==> src/shared/gtp_pkg.sv <==
/*
 * Constants and types shared by the gated timer block: register indices,
 * field positions, reset values, source codes and the state record.
 * Assumes an 8-bit register port with a 3-bit register index.
 */
package gtp_pkg;

    // Register port widths.
    localparam int GTP_AW = 3;
    localparam int GTP_DW = 8;

    // Register indices on the register port.
    localparam logic [2:0] GTP_A_T1CTL = 3'h0;
    localparam logic [2:0] GTP_A_T1GATE = 3'h1;
    localparam logic [2:0] GTP_A_T1LO = 3'h2;
    localparam logic [2:0] GTP_A_T1HI = 3'h3;
    localparam logic [2:0] GTP_A_T2CNT = 3'h4;
    localparam logic [2:0] GTP_A_T2PER = 3'h5;
    localparam logic [2:0] GTP_A_T2CTL = 3'h6;
    localparam logic [2:0] GTP_A_FLAGS = 3'h7;

    // Timer1 control fields.
    localparam int GTP_T1_ON = 0;
    localparam int GTP_T1_NOSYNC = 2;
    localparam int GTP_T1_OSCEN = 3;
    localparam int GTP_T1_PS = 4;
    localparam int GTP_T1_CS = 6;

    // Timer1 gate control fields.
    localparam int GTP_G_SS = 0;
    localparam int GTP_G_VAL = 2;
    localparam int GTP_G_GO = 3;
    localparam int GTP_G_SPM = 4;
    localparam int GTP_G_TM = 5;
    localparam int GTP_G_POL = 6;
    localparam int GTP_G_EN = 7;

    // Timer2 control fields.
    localparam int GTP_T2_PS = 0;
    localparam int GTP_T2_ON = 2;
    localparam int GTP_T2_POST = 3;

    // Flag register fields.
    localparam int GTP_F_OVF = 0;
    localparam int GTP_F_T2 = 1;
    localparam int GTP_F_GATE = 7;

    // Reset values and writable masks.
    localparam logic [7:0] GTP_T1CTL_RST = 8'h00;
    localparam logic [7:0] GTP_T1GATE_RST = 8'h00;
    localparam logic [7:0] GTP_T2CTL_RST = 8'h00;
    localparam logic [15:0] GTP_T1CNT_RST = 16'h0000;
    localparam logic [7:0] GTP_T2CNT_RST = 8'h00;
    localparam logic [7:0] GTP_T2PER_RST = 8'hFF;
    localparam logic [7:0] GTP_T1CTL_MASK = 8'hFD;
    localparam logic [7:0] GTP_T1GATE_MASK = 8'hF3;
    localparam logic [7:0] GTP_T2CTL_MASK = 8'h7F;

    // Clock source and gate source codes.
    localparam logic [1:0] GTP_CS_QUARTER = 2'h0;
    localparam logic [1:0] GTP_CS_SYS = 2'h1;
    localparam logic [1:0] GTP_CS_EXT = 2'h2;
    localparam logic [1:0] GTP_CS_CAP = 2'h3;
    localparam logic [1:0] GTP_GS_PIN = 2'h0;
    localparam logic [1:0] GTP_GS_T0 = 2'h1;
    localparam logic [1:0] GTP_GS_T2 = 2'h2;
    localparam logic [1:0] GTP_GS_WDT = 2'h3;

    // Timer2 prescaler terminal counts for 1:1, 1:4 and 1:16.
    localparam logic [3:0] GTP_T2_LIM1 = 4'h0;
    localparam logic [3:0] GTP_T2_LIM4 = 4'h3;
    localparam logic [3:0] GTP_T2_LIM16 = 4'hF;

    // Quarter-rate instruction clock: last count of a 4-cycle divider.
    localparam logic [1:0] GTP_QDIV_LAST = 2'h3;

    // Single-pulse acquisition states.
    typedef enum logic [1:0] {GTP_SP_IDLE, GTP_SP_ARMED, GTP_SP_ACTIVE} gtp_sp_t;

    // Whole state of the block.
    typedef struct packed {
        logic [7:0] t1ctl;
        logic [7:0] t1gate;
        logic [7:0] t2ctl;
        logic [15:0] t1cnt;
        logic [7:0] t2cnt;
        logic [7:0] t2per;
        logic [2:0] t1pre;
        logic [3:0] t2pre;
        logic [3:0] t2post;
        logic [1:0] qdiv;
        logic [2:0] s_ext;
        logic [2:0] s_xtal;
        logic [2:0] s_cap;
        logic [2:0] s_gpin;
        logic [2:0] s_wdt;
        logic f_ext;
        logic f_xtal;
        logic f_cap;
        logic f_gpin;
        logic f_wdt;
        logic gsrc;
        logic tff;
        logic gated;
        gtp_sp_t sp;
        logic gval;
        logic fl_ovf;
        logic fl_t2;
        logic fl_gate;
        logic t2_match;
        logic [7:0] rdata;
    } gtp_state_t;

endpackage : gtp_pkg

==> src/logic/gtp_timer.sv <==
/*
 * Gated 16-bit timer with selectable prescaled clock and gate logic,
 * plus an 8-bit period timer with prescaler and postscaler.
 * Assumes one 50 MHz system clock, a synchronous reset, and a simple
 * register port whose read data appear the cycle after the read strobe.
 * Pins and foreign signals are sampled here; timer0 overflow is on mclk.
 */
// Functional notes
// - Clock source: cap osc, pin, sys, quarter
// - Source 10 uses pin or dedicated oscillator
// - Timer1 prescale divides by 8, 4, 2, 1
// - Sync-disable bit acts only for external sources
// - On bit enables; off clears gate flip-flop
// - Gate enable gates counting only while on
// - Polarity picks high or low active gate
// - Toggle flip-flop toggles, else held clear
// - Single-pulse mode takes over the gate
// - Go/done shows armed; cleared with mode
// - Gate level bit shows gate, read-only
// - Gate source: pin, t0, t2 match, wdt
// - Watchdog oscillator on when gated by it
// - Unimplemented control bits read zero
// - Period timer counts prescaled quarter clock
// - Period prescale 1, 4 or 16
// - Match with period resets count, advances postscaler
// - Postscale n flags every n+1 matches
// - Count, period read/write; reset 00h, FFh
// - Period timer runs only when on
// - Count or control write clears scalers
// - Single pulse: arm, count, clear on trailing
// - Falling gate level sets gate event flag
// - Counter rolls over, sets overflow flag
// - Period match gives pulse to gate logic
`timescale 1ns/1ps

module gtp_timer
    import gtp_pkg::*;
(
    // Clock and reset.
    input wire logic mclk,
    input wire logic rst,
    // Register port.
    input wire logic [gtp_pkg::GTP_AW-1:0] addr,
    input wire logic [gtp_pkg::GTP_DW-1:0] wdata,
    input wire logic wr_stb,
    input wire logic rd_stb,
    output logic [gtp_pkg::GTP_DW-1:0] rdata,
    // Clock and gate inputs from outside.
    input wire logic t1_ext_clock_pin,
    input wire logic t1_xtal_osc,
    input wire logic cap_sense_osc,
    input wire logic t1_gate_pin,
    input wire logic wdt_scaler_ovf,
    input wire logic t0_overflow,
    // Status and side outputs.
    output logic wdt_osc_en,
    output logic t2_match_pulse,
    output logic t1_gate_level,
    output logic t1_overflow_flag,
    output logic t2_match_flag,
    output logic t1_gate_event_flag
);
    import gtp_pkg::*;

    ////////////////////////////////////////////////////////////////////
    // Helpers.

    // Accept a new level only once the second and third stages agree.
    function automatic logic filt(input logic [2:0] s, input logic prev);
        filt = (s[1] == s[2]) ? s[2] : prev;
    endfunction : filt

    // Rising edge, either filtered or straight from the sampling stages.
    function automatic logic rise(input logic [2:0] s, input logic fo,
                                  input logic fn, input logic nosync);
        rise = nosync ? (s[1] & ~s[2]) : (fn & ~fo);
    endfunction : rise

    localparam gtp_state_t ST_RST = '{
        t1ctl: GTP_T1CTL_RST,
        t1gate: GTP_T1GATE_RST,
        t2ctl: GTP_T2CTL_RST,
        t1cnt: GTP_T1CNT_RST,
        t2cnt: GTP_T2CNT_RST,
        t2per: GTP_T2PER_RST,
        sp: GTP_SP_IDLE,
        default: '0
    };

    gtp_state_t q;
    gtp_state_t d;

    ////////////////////////////////////////////////////////////////////
    // Decoded controls.

    logic t1_on;
    logic nosync;
    logic gate_en;
    logic gpol;
    logic gtm;
    logic spm;
    logic t2_on;
    logic [1:0] cs;
    logic [1:0] gss;
    logic [1:0] t1ps;
    logic [1:0] t2ps;
    logic [3:0] post_sel;

    // Field extraction from the control registers.
    assign t1_on = q.t1ctl[GTP_T1_ON];
    assign nosync = q.t1ctl[GTP_T1_NOSYNC];
    assign cs = q.t1ctl[GTP_T1_CS +: 2];
    assign t1ps = q.t1ctl[GTP_T1_PS +: 2];
    assign gate_en = q.t1gate[GTP_G_EN];
    assign gpol = q.t1gate[GTP_G_POL];
    assign gtm = q.t1gate[GTP_G_TM];
    assign spm = q.t1gate[GTP_G_SPM];
    assign gss = q.t1gate[GTP_G_SS +: 2];
    assign t2_on = q.t2ctl[GTP_T2_ON];
    assign t2ps = q.t2ctl[GTP_T2_PS +: 2];
    assign post_sel = q.t2ctl[GTP_T2_POST +: 4];

    // Outputs straight from state, apart from the oscillator request.
    assign rdata = q.rdata;
    assign t2_match_pulse = q.t2_match;
    assign t1_gate_level = q.gval;
    assign t1_overflow_flag = q.fl_ovf;
    assign t2_match_flag = q.fl_t2;
    assign t1_gate_event_flag = q.fl_gate;
    assign wdt_osc_en = gate_en & (gss == GTP_GS_WDT);

    ////////////////////////////////////////////////////////////////////
    // Next-state logic.

    always_comb
    begin
        logic qtick;
        logic t1tick;
        logic ext_r;
        logic xtal_r;
        logic cap_r;
        logic src;
        logic psrc;
        logic gated;
        logic cnt_en;
        logic [2:0] t1lim;
        logic [3:0] t2lim;
        logic t2tick;
        logic wr_t1lo;
        logic wr_t1hi;
        logic wr_t2cnt;
        logic wr_t2ctl;
        logic wr_gate;
        logic [7:0] clr;
        logic set_ovf;
        logic set_t2;
        logic set_gate;
        qtick = 1'b0;
        t1tick = 1'b0;
        ext_r = 1'b0;
        xtal_r = 1'b0;
        cap_r = 1'b0;
        src = 1'b0;
        psrc = 1'b0;
        gated = 1'b0;
        cnt_en = 1'b0;
        t1lim = 3'h0;
        t2lim = GTP_T2_LIM1;
        t2tick = 1'b0;
        set_ovf = 1'b0;
        set_t2 = 1'b0;
        set_gate = 1'b0;
        d = q;

        // Register strobes decoded once.
        wr_t1lo = wr_stb & (addr == GTP_A_T1LO);
        wr_t1hi = wr_stb & (addr == GTP_A_T1HI);
        wr_t2cnt = wr_stb & (addr == GTP_A_T2CNT);
        wr_t2ctl = wr_stb & (addr == GTP_A_T2CTL);
        wr_gate = wr_stb & (addr == GTP_A_T1GATE);
        clr = (wr_stb & (addr == GTP_A_FLAGS)) ? wdata : 8'h00;

        // Three-stage samplers; only the second stage reads the first.
        d.s_ext = {q.s_ext[1:0], t1_ext_clock_pin};
        d.s_xtal = {q.s_xtal[1:0], t1_xtal_osc};
        d.s_cap = {q.s_cap[1:0], cap_sense_osc};
        d.s_gpin = {q.s_gpin[1:0], t1_gate_pin};
        d.s_wdt = {q.s_wdt[1:0], wdt_scaler_ovf};
        d.f_ext = filt(q.s_ext, q.f_ext);
        d.f_xtal = filt(q.s_xtal, q.f_xtal);
        d.f_cap = filt(q.s_cap, q.f_cap);
        d.f_gpin = filt(q.s_gpin, q.f_gpin);
        d.f_wdt = filt(q.s_wdt, q.f_wdt);

        // Quarter-rate instruction clock enable.
        d.qdiv = q.qdiv + 2'h1;
        qtick = (q.qdiv == GTP_QDIV_LAST);

        // External edges; the sync-disable bit only matters for the pin, oscillator and cap sources.
        ext_r = rise(q.s_ext, q.f_ext, d.f_ext, nosync);
        xtal_r = rise(q.s_xtal, q.f_xtal, d.f_xtal, nosync);
        cap_r = rise(q.s_cap, q.f_cap, d.f_cap, nosync);

        // Timer1 clock source selection.
        case (cs)
            GTP_CS_QUARTER: t1tick = qtick;
            GTP_CS_SYS: t1tick = 1'b1;
            GTP_CS_EXT: t1tick = q.t1ctl[GTP_T1_OSCEN] ? xtal_r : ext_r;
            GTP_CS_CAP: t1tick = cap_r;
            default: t1tick = 1'b0;
        endcase

        // Gate source selection and polarity.
        case (gss)
            GTP_GS_PIN: src = q.f_gpin;
            GTP_GS_T0: src = t0_overflow;
            GTP_GS_T2: src = q.t2_match;
            GTP_GS_WDT: src = q.f_wdt;
            default: src = 1'b0;
        endcase
        psrc = gpol ? src : ~src;
        d.gsrc = psrc;

        // Toggle flip-flop, held clear when toggle mode or timer is off.
        if (!gtm || !t1_on)
        begin
            d.tff = 1'b0;
        end
        else if (psrc && !q.gsrc)
        begin
            d.tff = ~q.tff;
        end
        gated = gtm ? d.tff : psrc;
        d.gated = gated;

        // Single-pulse acquisition: armed by software, ended by trailing edge.
        case (q.sp)
            GTP_SP_ARMED:
            begin
                if (gated && !q.gated)
                begin
                    d.sp = GTP_SP_ACTIVE;
                end
            end
            GTP_SP_ACTIVE:
            begin
                if (!gated && q.gated)
                begin
                    d.sp = GTP_SP_IDLE;
                end
            end
            default: d.sp = GTP_SP_IDLE;
        endcase
        if (wr_gate)
        begin
            if (!wdata[GTP_G_GO])
            begin
                d.sp = GTP_SP_IDLE;
            end
            else if (q.sp == GTP_SP_IDLE)
            begin
                d.sp = GTP_SP_ARMED;
            end
        end
        // Leaving single-pulse mode always drops go/done.
        if (!(wr_gate ? wdata[GTP_G_SPM] : spm))
        begin
            d.sp = GTP_SP_IDLE;
        end

        // Gate level as seen by the counter, whatever the gate enable.
        if (spm)
        begin
            d.gval = gated & (d.sp == GTP_SP_ACTIVE);
        end
        else
        begin
            d.gval = gated;
        end
        set_gate = q.gval & ~d.gval;

        // Timer1 prescaler and counter.
        t1lim = 3'((4'h1 << t1ps) - 4'h1);
        cnt_en = !gate_en || q.gval;
        if (t1_on && t1tick)
        begin
            if (q.t1pre >= t1lim)
            begin
                d.t1pre = 3'h0;
                if (cnt_en)
                begin
                    d.t1cnt = q.t1cnt + 16'h0001;
                    set_ovf = (q.t1cnt == 16'hFFFF);
                end
            end
            else
            begin
                d.t1pre = q.t1pre + 3'h1;
            end
        end
        // Software writes beat a coincident increment.
        if (wr_t1lo)
        begin
            d.t1cnt[7:0] = wdata;
        end
        if (wr_t1hi)
        begin
            d.t1cnt[15:8] = wdata;
        end

        // Timer2 prescaler, match and postscaler.
        case (t2ps)
            2'h0: t2lim = GTP_T2_LIM1;
            2'h1: t2lim = GTP_T2_LIM4;
            default: t2lim = GTP_T2_LIM16;
        endcase
        d.t2_match = 1'b0;
        if (t2_on && qtick)
        begin
            if (q.t2pre >= t2lim)
            begin
                d.t2pre = 4'h0;
                t2tick = 1'b1;
            end
            else
            begin
                d.t2pre = q.t2pre + 4'h1;
            end
        end
        if (t2tick)
        begin
            if (q.t2cnt == q.t2per)
            begin
                d.t2cnt = 8'h00;
                d.t2_match = 1'b1;
                if (q.t2post == post_sel)
                begin
                    d.t2post = 4'h0;
                    set_t2 = 1'b1;
                end
                else
                begin
                    d.t2post = q.t2post + 4'h1;
                end
            end
            else
            begin
                d.t2cnt = q.t2cnt + 8'h01;
            end
        end
        // Count or control writes restart both scalers.
        if (wr_t2cnt || wr_t2ctl)
        begin
            d.t2pre = 4'h0;
            d.t2post = 4'h0;
        end
        if (wr_t2cnt)
        begin
            d.t2cnt = wdata;
        end

        // Control and period register writes.
        if (wr_stb)
        begin
            case (addr)
                GTP_A_T1CTL: d.t1ctl = wdata & GTP_T1CTL_MASK;
                GTP_A_T1GATE: d.t1gate = wdata & GTP_T1GATE_MASK;
                GTP_A_T2CTL: d.t2ctl = wdata & GTP_T2CTL_MASK;
                GTP_A_T2PER: d.t2per = wdata;
                default: d.t1ctl = q.t1ctl;
            endcase
        end

        // Sticky flags: a set in the same cycle as a clear wins.
        d.fl_ovf = (q.fl_ovf & ~clr[GTP_F_OVF]) | set_ovf;
        d.fl_t2 = (q.fl_t2 & ~clr[GTP_F_T2]) | set_t2;
        d.fl_gate = (q.fl_gate & ~clr[GTP_F_GATE]) | set_gate;

        // Read data stand only in the cycle after the read strobe.
        d.rdata = 8'h00;
        if (rd_stb)
        begin
            case (addr)
                GTP_A_T1CTL: d.rdata = q.t1ctl & GTP_T1CTL_MASK;
                GTP_A_T1GATE: d.rdata = {q.t1gate[7:4], q.sp != GTP_SP_IDLE,
                                         q.gval, q.t1gate[1:0]};
                GTP_A_T1LO: d.rdata = q.t1cnt[7:0];
                GTP_A_T1HI: d.rdata = q.t1cnt[15:8];
                GTP_A_T2CNT: d.rdata = q.t2cnt;
                GTP_A_T2PER: d.rdata = q.t2per;
                GTP_A_T2CTL: d.rdata = q.t2ctl & GTP_T2CTL_MASK;
                GTP_A_FLAGS: d.rdata = {q.fl_gate, 5'h00, q.fl_t2, q.fl_ovf};
                default: d.rdata = 8'h00;
            endcase
        end
    end

    ////////////////////////////////////////////////////////////////////
    // State register; reset clears scalers and loads count/period.

    always_ff @(posedge mclk)
    begin
        if (rst)
        begin
            q <= ST_RST;
        end
        else
        begin
            q <= d;
        end
    end

endmodule : gtp_timer

==> config.mk <==
export PLATFORM = sky130hd
export DESIGN_NAME = gtp_timer
export DESIGN_NICKNAME = d
export VERILOG_FILES = /design/src/shared/gtp_pkg.sv /design/src/logic/gtp_timer.sv
export SDC_FILE = /design/constraint.sdc
export NUM_CORES = 1
export LEC_CHECK = 0
export BUFFER_PORTS_ARGS = -buffer_cell sky130_fd_sc_hd__buf_2
export CAP_MARGIN = 20
export CORE_MARGIN = 1
export CORE_UTILIZATION = 55
export DETAILED_ROUTE_END_ITERATION = 6
export GPL_ROUTABILITY_DRIVEN = 1
export MAX_ROUTING_LAYER = met4
export PLACE_DENSITY = 0.8
export SYNTH_ARGS = -nofsm -noshare
export SYNTH_HDL_FRONTEND = slang
export SYNTH_SLANG_ARGS = --single-unit
==> constraint.sdc <==
create_clock -name mclk -period 2.75 [get_ports mclk]
set_input_delay 0 -clock mclk [delete_from_list [all_inputs] [get_ports mclk]]
set_output_delay 0 -clock mclk [all_outputs]
set_load 0.01 [all_outputs]
# After elaboration in Yosys (flattened, before gate mapping)

Cells that the tools add are included.

$lt $le $gt $ge: 2
Shift operators: 1
Add/subtract/negate cells: 7
Reductions and logical operators: 37
Bitwise logic cells: 35
Muxes and demuxes: 45
Eq/ne operators: 26

Operators by type and width:

| cell                                                 | number |
|---|---|
| case mux 8 bit (8 select lines)                      | 1 |
| two-way mux 16 bit                                   | 3 |
| two-way mux 8 bit                                    | 6 |
| two-way mux 1 bit                                    | 22 |
| bitwise AND 1 bit                                    | 18 |
| adder 16 x 1 -> 16 bit (second input constant)       | 1 |
| equality test 16 bit (second input constant)         | 1 |
| nonzero test 2 bit                                   | 8 |
| equality test 2 bit (second input constant)          | 7 |
| inverter 1 bit                                       | 14 |
| equality test 3 bit (second input constant)          | 4 |
| two-way mux 2 bit                                    | 6 |
| AND reduction 2 bit                                  | 5 |
| adder 4 x 1 -> 4 bit (second input constant)         | 2 |
| adder 8 x 1 -> 8 bit (second input constant)         | 1 |
| equality test 2 x 1 -> 1 bit (second input constant) | 4 |
| equality test 8 bit                                  | 1 |
| zero test 2 bit                                      | 4 |
| two-way mux 4 bit                                    | 2 |
| case mux 1 bit (4 select lines)                      | 2 |
| case mux 4 bit (2 select lines)                      | 1 |
| equality test 3 x 2 -> 1 bit (second input constant) | 2 |
| zero test 1 bit                                      | 6 |
| AND reduction 3 bit                                  | 2 |
| other kinds (16)                                     | 30 |

Logic and storage cells: 184
Bits of input ports: 21
Flip-flop bits (word level): 103
Output and inout bits: 14

# Logic depth before layout (Yosys ltp)

Depth in word-level cells: 22
Gate-level depth with buffers: 10
Gate-level depth less buffers: 9

# Worst setup path before layout

OpenSTA, ideal clock, no wires.

Path kind: register -> register
Start point: register q[83] (netlist bit)
End point: register q[63] (netlist bit)
Required time: 2659 ps
Buffers on the path: 1
Library setup time: 91 ps
Data arrival time: 2333 ps
Period minus slack after synthesis: 2424 ps
Path slack: 326 ps
Stages on the path, launching flop included: 11
Cells stage by stage: dfxtp_1 or2_2 ha_1 nand2b_1 a21o_1 a21o_1 a21oi_1 or2_1 buf_2 o21ai_1 a311oi_1

Word-level cells in the longest chain between the ends: 6
Elaborated cells on any way between the ends: 7
Those cells by class: 1 x order compare; 1 x eq/ne; 3 x mux; 2 x reduce/logical

Ends and longest elaborated chain:

| item                                                            | RTL line         | text |
|---|---|---|
| start, declared                                                 | gtp_timer.sv:90  | `gtp_state_t q;` |
| start signal, assigned                                          | gtp_timer.sv:405 | `q <= ST_RST;` |
| start signal, assigned                                          | gtp_timer.sv:409 | `q <= d;` |
| equality test 2 x 1 -> 1 bit or zero test 2 bit (tied branches) | gtp_timer.sv:312 | `case (t2ps)` |
| case mux 4 bit (2 select lines) (*)                             | gtp_timer.sv:312 |  |
| >= comparator 4 bit (*)                                         | gtp_timer.sv:320 | `if (q.t2pre >= t2lim)` |
| two-way mux 1 bit (*)                                           | gtp_timer.sv:320 |  |
| two-way mux 1 bit (*)                                           | gtp_timer.sv:318 | `if (t2_on && qtick)` |
| nonzero test 2 bit (no source line) (*)                         | n/a              |  |

Mark *: on every way between the ends. The rest lies on a longest branch, timed or not.
A chain may end at the register's enable or synchronous reset.

# Worst setup path after layout

Start point: register q[37] (netlist bit)
End point: register q[73] (netlist bit)

Word-level cells in the longest chain between the ends: 9
Elaborated cells on any way between the ends: 11
Those cells by class: 1 x eq/ne; 4 x mux; 3 x bitwise; 3 x reduce/logical

Ends and longest elaborated chain:

| item                                     | RTL line         | text |
|---|---|---|
| equality test 1 bit                      | gtp_timer.sv:70  | `filt = (s[1] == s[2]) ? s[2] : prev;` |
| two-way mux 1 bit                        | gtp_timer.sv:70  |  |
| bitwise AND 1 bit                        | gtp_timer.sv:76  | `rise = nosync ? (s[1] & ~s[2]) : (fn & ~fo);` |
| two-way mux 1 bit (*)                    | gtp_timer.sv:76  |  |
| two-way mux 1 bit (*)                    | gtp_timer.sv:208 | `GTP_CS_EXT: t1tick = q.t1ctl[GTP_T1_OSCEN] ? xtal_r : ext_r;` |
| case mux 1 bit (4 select lines) (*)      | gtp_timer.sv:205 | `case (cs)` |
| logical AND 1 bit (*)                    | gtp_timer.sv:285 | `if (t1_on && t1tick)` |
| nonzero test 2 bit (no source line) (*)  | n/a              |  |
| AND reduction 3 bit (no source line) (*) | n/a              |  |

Marks and branches as above.

==> results.toml <==
[pwr]
p_sw_w = 0.000771
ir_worst_vdd_mv = 0.288
p_seq_frac = 0.571
powerDensity_nw_per_um2 = 479
clkPwrFrac = 0.328
p_comb_frac = 0.101
p_int_w = 0.00200
power.leakage_nw = 2.30
p_sw_frac = 0.278
power_w = 0.00277

[worst_setup_path]
cp-start-kind = "register"
required_ns = 3.02
critPathCaptureType = "register"
cp_data_arrival_time_ns = 2.95
r2r_slack_ns = 0.08
rr_endpoint = "q[73]"
worstRegToRegCells = 10
cp_max_fo = 5
critical_path.cell_chain = "inv_1 > ha_1 > and3b_1 > mux4_2 > a211oi_2 > nor4b_4 > buf_4 > nand4_1 > o21ai_0 > a311oi_1"
cpMaxStageDelayCell = "mux4_2"
slowest_delay_ns = 0.47
r2r_start = "q[37]"
worstSetupPathType = "register to register"

[timing]
slew_headroom = 0.431
setup_violations = 0
slew_violations = 0
finalCriticalPeriod_ns = 2.67
skew_ns = 0.0104
fmax_mhz = 374
finalHoldViolCount = 0
post-route-period-util = 0.972
worstMarginPinSlew_ns = 0.847

[die]
start_util = 0.569
die_area_um2 = 9950
rows = 35
core_um2 = 9240
top_level_ports = 35
die_x_um = 99.8
die_h_um = 99.8

[logic_synthesis]
yosys.area.top_type = "dfxtp_1"
ys.flop_type = "dfxtp_1"
synth_edf_count = 0
synth_area_per_cell_um2 = 8.70
ys_ff_latch = 103
ys_seq_area_frac = 0.392
async_reset_ff_frac = 0
yosys_warnings = 0
synth_area_leaders = "dfxtp_1 39%, mux2i_1 6.5%, nor2_1 6.2%, ha_1 4.5%, nand2_1 3.7%"
netlist_area_um2 = 5260
ys_types = 58
synthesis.nets = 644
yosysTopAreaCellShare = 0.392
synthesis.instances = 604

[final_layout]
layout_common_cells = "100 x dfxtp_1, 87 x nor2_1, 52 x nand2_1, 34 x mux2i_1, 34 x buf_2"
drive_above_1_share = 0.140
nFillCells = 763
fin_util = 0.627
final_cells = 764
area_growth_syn_to_layout_pct = 10.2
final_common_cell = "dfxtp_1"
final_area_um2 = 5790
n_antenna_cell = 0
nNetsFinal = 670

[global_routing]
grt_max_degree = 25
grt_pass1_vias = 4392
antenna_found_initial = 0
grt_overflow = 0
grt_use_total = 0.291
grt_pass1_wl_mm = 21.7

[detailed_routing]
num_vias = 4530
drc = 0
drtAntennaViolNets = 0
viasPerCell = 5.93
first_pass_iters = 5
routed_wl_mm = 13.5
drt_iter0_drc = 548
wl_per_cell_um = 17.7

[worst_hold_path]
worstHoldStart = "wdata[6]"
hold_class = "primary input to register"
min_path_cells = 3
hold_path_end = "q[57]"

[placed_design]
place_inst = 738
gp_congestion = 0.915
port_buffers = 34
dp_hpwl_mm = 9.62
post_dp_cell_area_um2 = 5460

[cts]
numCtsBuffers = 9
cts_tree = "yes"
path_clk_slew_ns = 0.11
cts_max_level = 3
clockRootBuffer = "clkbuf_8"
clkLatencyLatePin_ns = 0.37
cts_num_sinks = 103
cts_buffer_depth = 2

[run]
cap_violations = 0

[run_status]
outcome = "completed"
==> routing by layer <==
metal | global-route usage | wire, µm
met4 | 0.150 | 563
met5 | - | 0
met1 | 0.352 | 5400
met2 | 0.473 | 6450
met3 | 0.0408 | 1100
==> repair_timing <==
| action | in CTS | in global routing |
|---|---|---|
| gates cloned | 1 | 0 |
| pin swaps | 1 | 5 |
| endpoints found under the setup margin | 5 | 30 |
| endpoints found under the hold margin | 9 | 0 |
| hold buffers | 7 | 0 |
| resized for setup | 1 | 9 |
| buffers inserted | 0 | 2 |
==> registers in the layout, indices dropped and copies added (netlist names), 2 cells and up <==
signal and cells:
gss 2, d 10, rdata 8, post_sel 4, cs 2, q 68
==> cell families (layout without fill, tap and decap cells) <==
group / count (synthesis) / after routing / share of synthesized area
flops: 103 / 103 / 0.392
mux: 39 / 39 / 0.0840
xor+xnor: 31 / 31 / 0.0517
simple gates: 255 / 256 / 0.241
fa+ha+maj: 19 / 19 / 0.0452
buf+inv: 58 / 88 / 0.0509
compound gates: 99 / 99 / 0.135
==> how the worst max path moves through the flow <==
stage	endpoint	from	depth (start not counted)	slack (ns)
3_5_place_dp	q[73]	q[103]	9	-0.02
3_3_place_gp	q[77]	q[103]	9	0.16
2_1_floorplan	q[63]	q[83]	10	0.33
5_1_grt	q[81]	q[37]	10	-0.06
4_1_cts	q[61]	q[83]	9	0.04
6_report	q[73]	q[37]	10	0.08
==> per-stage QoR <==
step	TNS [ns]	hold WS, ns	worst slack [ns]
global placement	0	0.205	0.164
floorplan	0	0.121	0.326
global route	-0.159	0.0285	-0.0598
finish	0	0.0141	0.0770
detailed placement	-0.0165	0.212	-0.0165
CTS	0	0.00578	0.0449
==> synthesized netlist by cell type (3+ instances only) <==
| master | n |
|---|---|
| nand2_1 | 52 |
| nand3_1 | 18 |
| nand3b_1 | 12 |
| o21ai_0 | 11 |
| a22o_1 | 5 |
| a22oi_1 | 3 |
| nand4_1 | 7 |
| a221oi_1 | 4 |
| nor2_1 | 87 |
| inv_1 | 18 |
| nand2b_1 | 5 |
| clkbuf_1 | 20 |
| mux2i_1 | 34 |
| or3_1 | 6 |
| and3_1 | 4 |
| nor3_1 | 12 |
| nor2b_1 | 24 |
| buf_2 | 4 |
| o21ai_1 | 11 |
| a21boi_1 | 3 |
| buf_1 | 4 |
| a21o_1 | 4 |
| dfxtp_1 | 103 |
| and2_1 | 4 |
| nor3b_1 | 3 |
| a211oi_1 | 15 |
| a211o_1 | 3 |
| or2_2 | 3 |
| xnor2_1 | 9 |
| a21oi_1 | 19 |
| a311oi_1 | 10 |
| nor4_1 | 5 |
| mux4_2 | 4 |
| xor2_1 | 22 |
| ha_1 | 19 |
| buf_4 | 8 |
==> worst max-delay path: cells and delay by family, from the launching register on <==
family          cells  cell delay (ns)
mux                 1             0.47
compound gates      3             0.79
flops               1             0.35
fa+ha+maj           1             0.32
simple gates        3             0.44
buf+inv             2             0.20
==> power by group through the flow <==
stage | Combinational (W) | Clock, W | Sequential, W
floorplan | 0.000190 | 0 | 0.00160
global placement | 0.000252 | 0 | 0.00161
detailed placement | 0.000260 | 0 | 0.00161
CTS | 0.000271 | 0.000922 | 0.00158
global route | 0.000305 | 0.000978 | 0.00159
finish | 0.000280 | 0.000910 | 0.00158
==> area by class of cell <==
class / count / area, µm² / area share
multi-input cells: 444 / 2980 / 0.514
inverters: 20 / 75.1 / 0.0130
clock inverters: 7 / 66.3 / 0.0114
clock buffers: 9 / 124 / 0.0214
well taps: 129 / 161 / 0.0279
flip-flops and latches: 103 / 2070 / 0.357
repair buffers: 52 / 323 / 0.0557
Power figures use the tool's default switching activity.
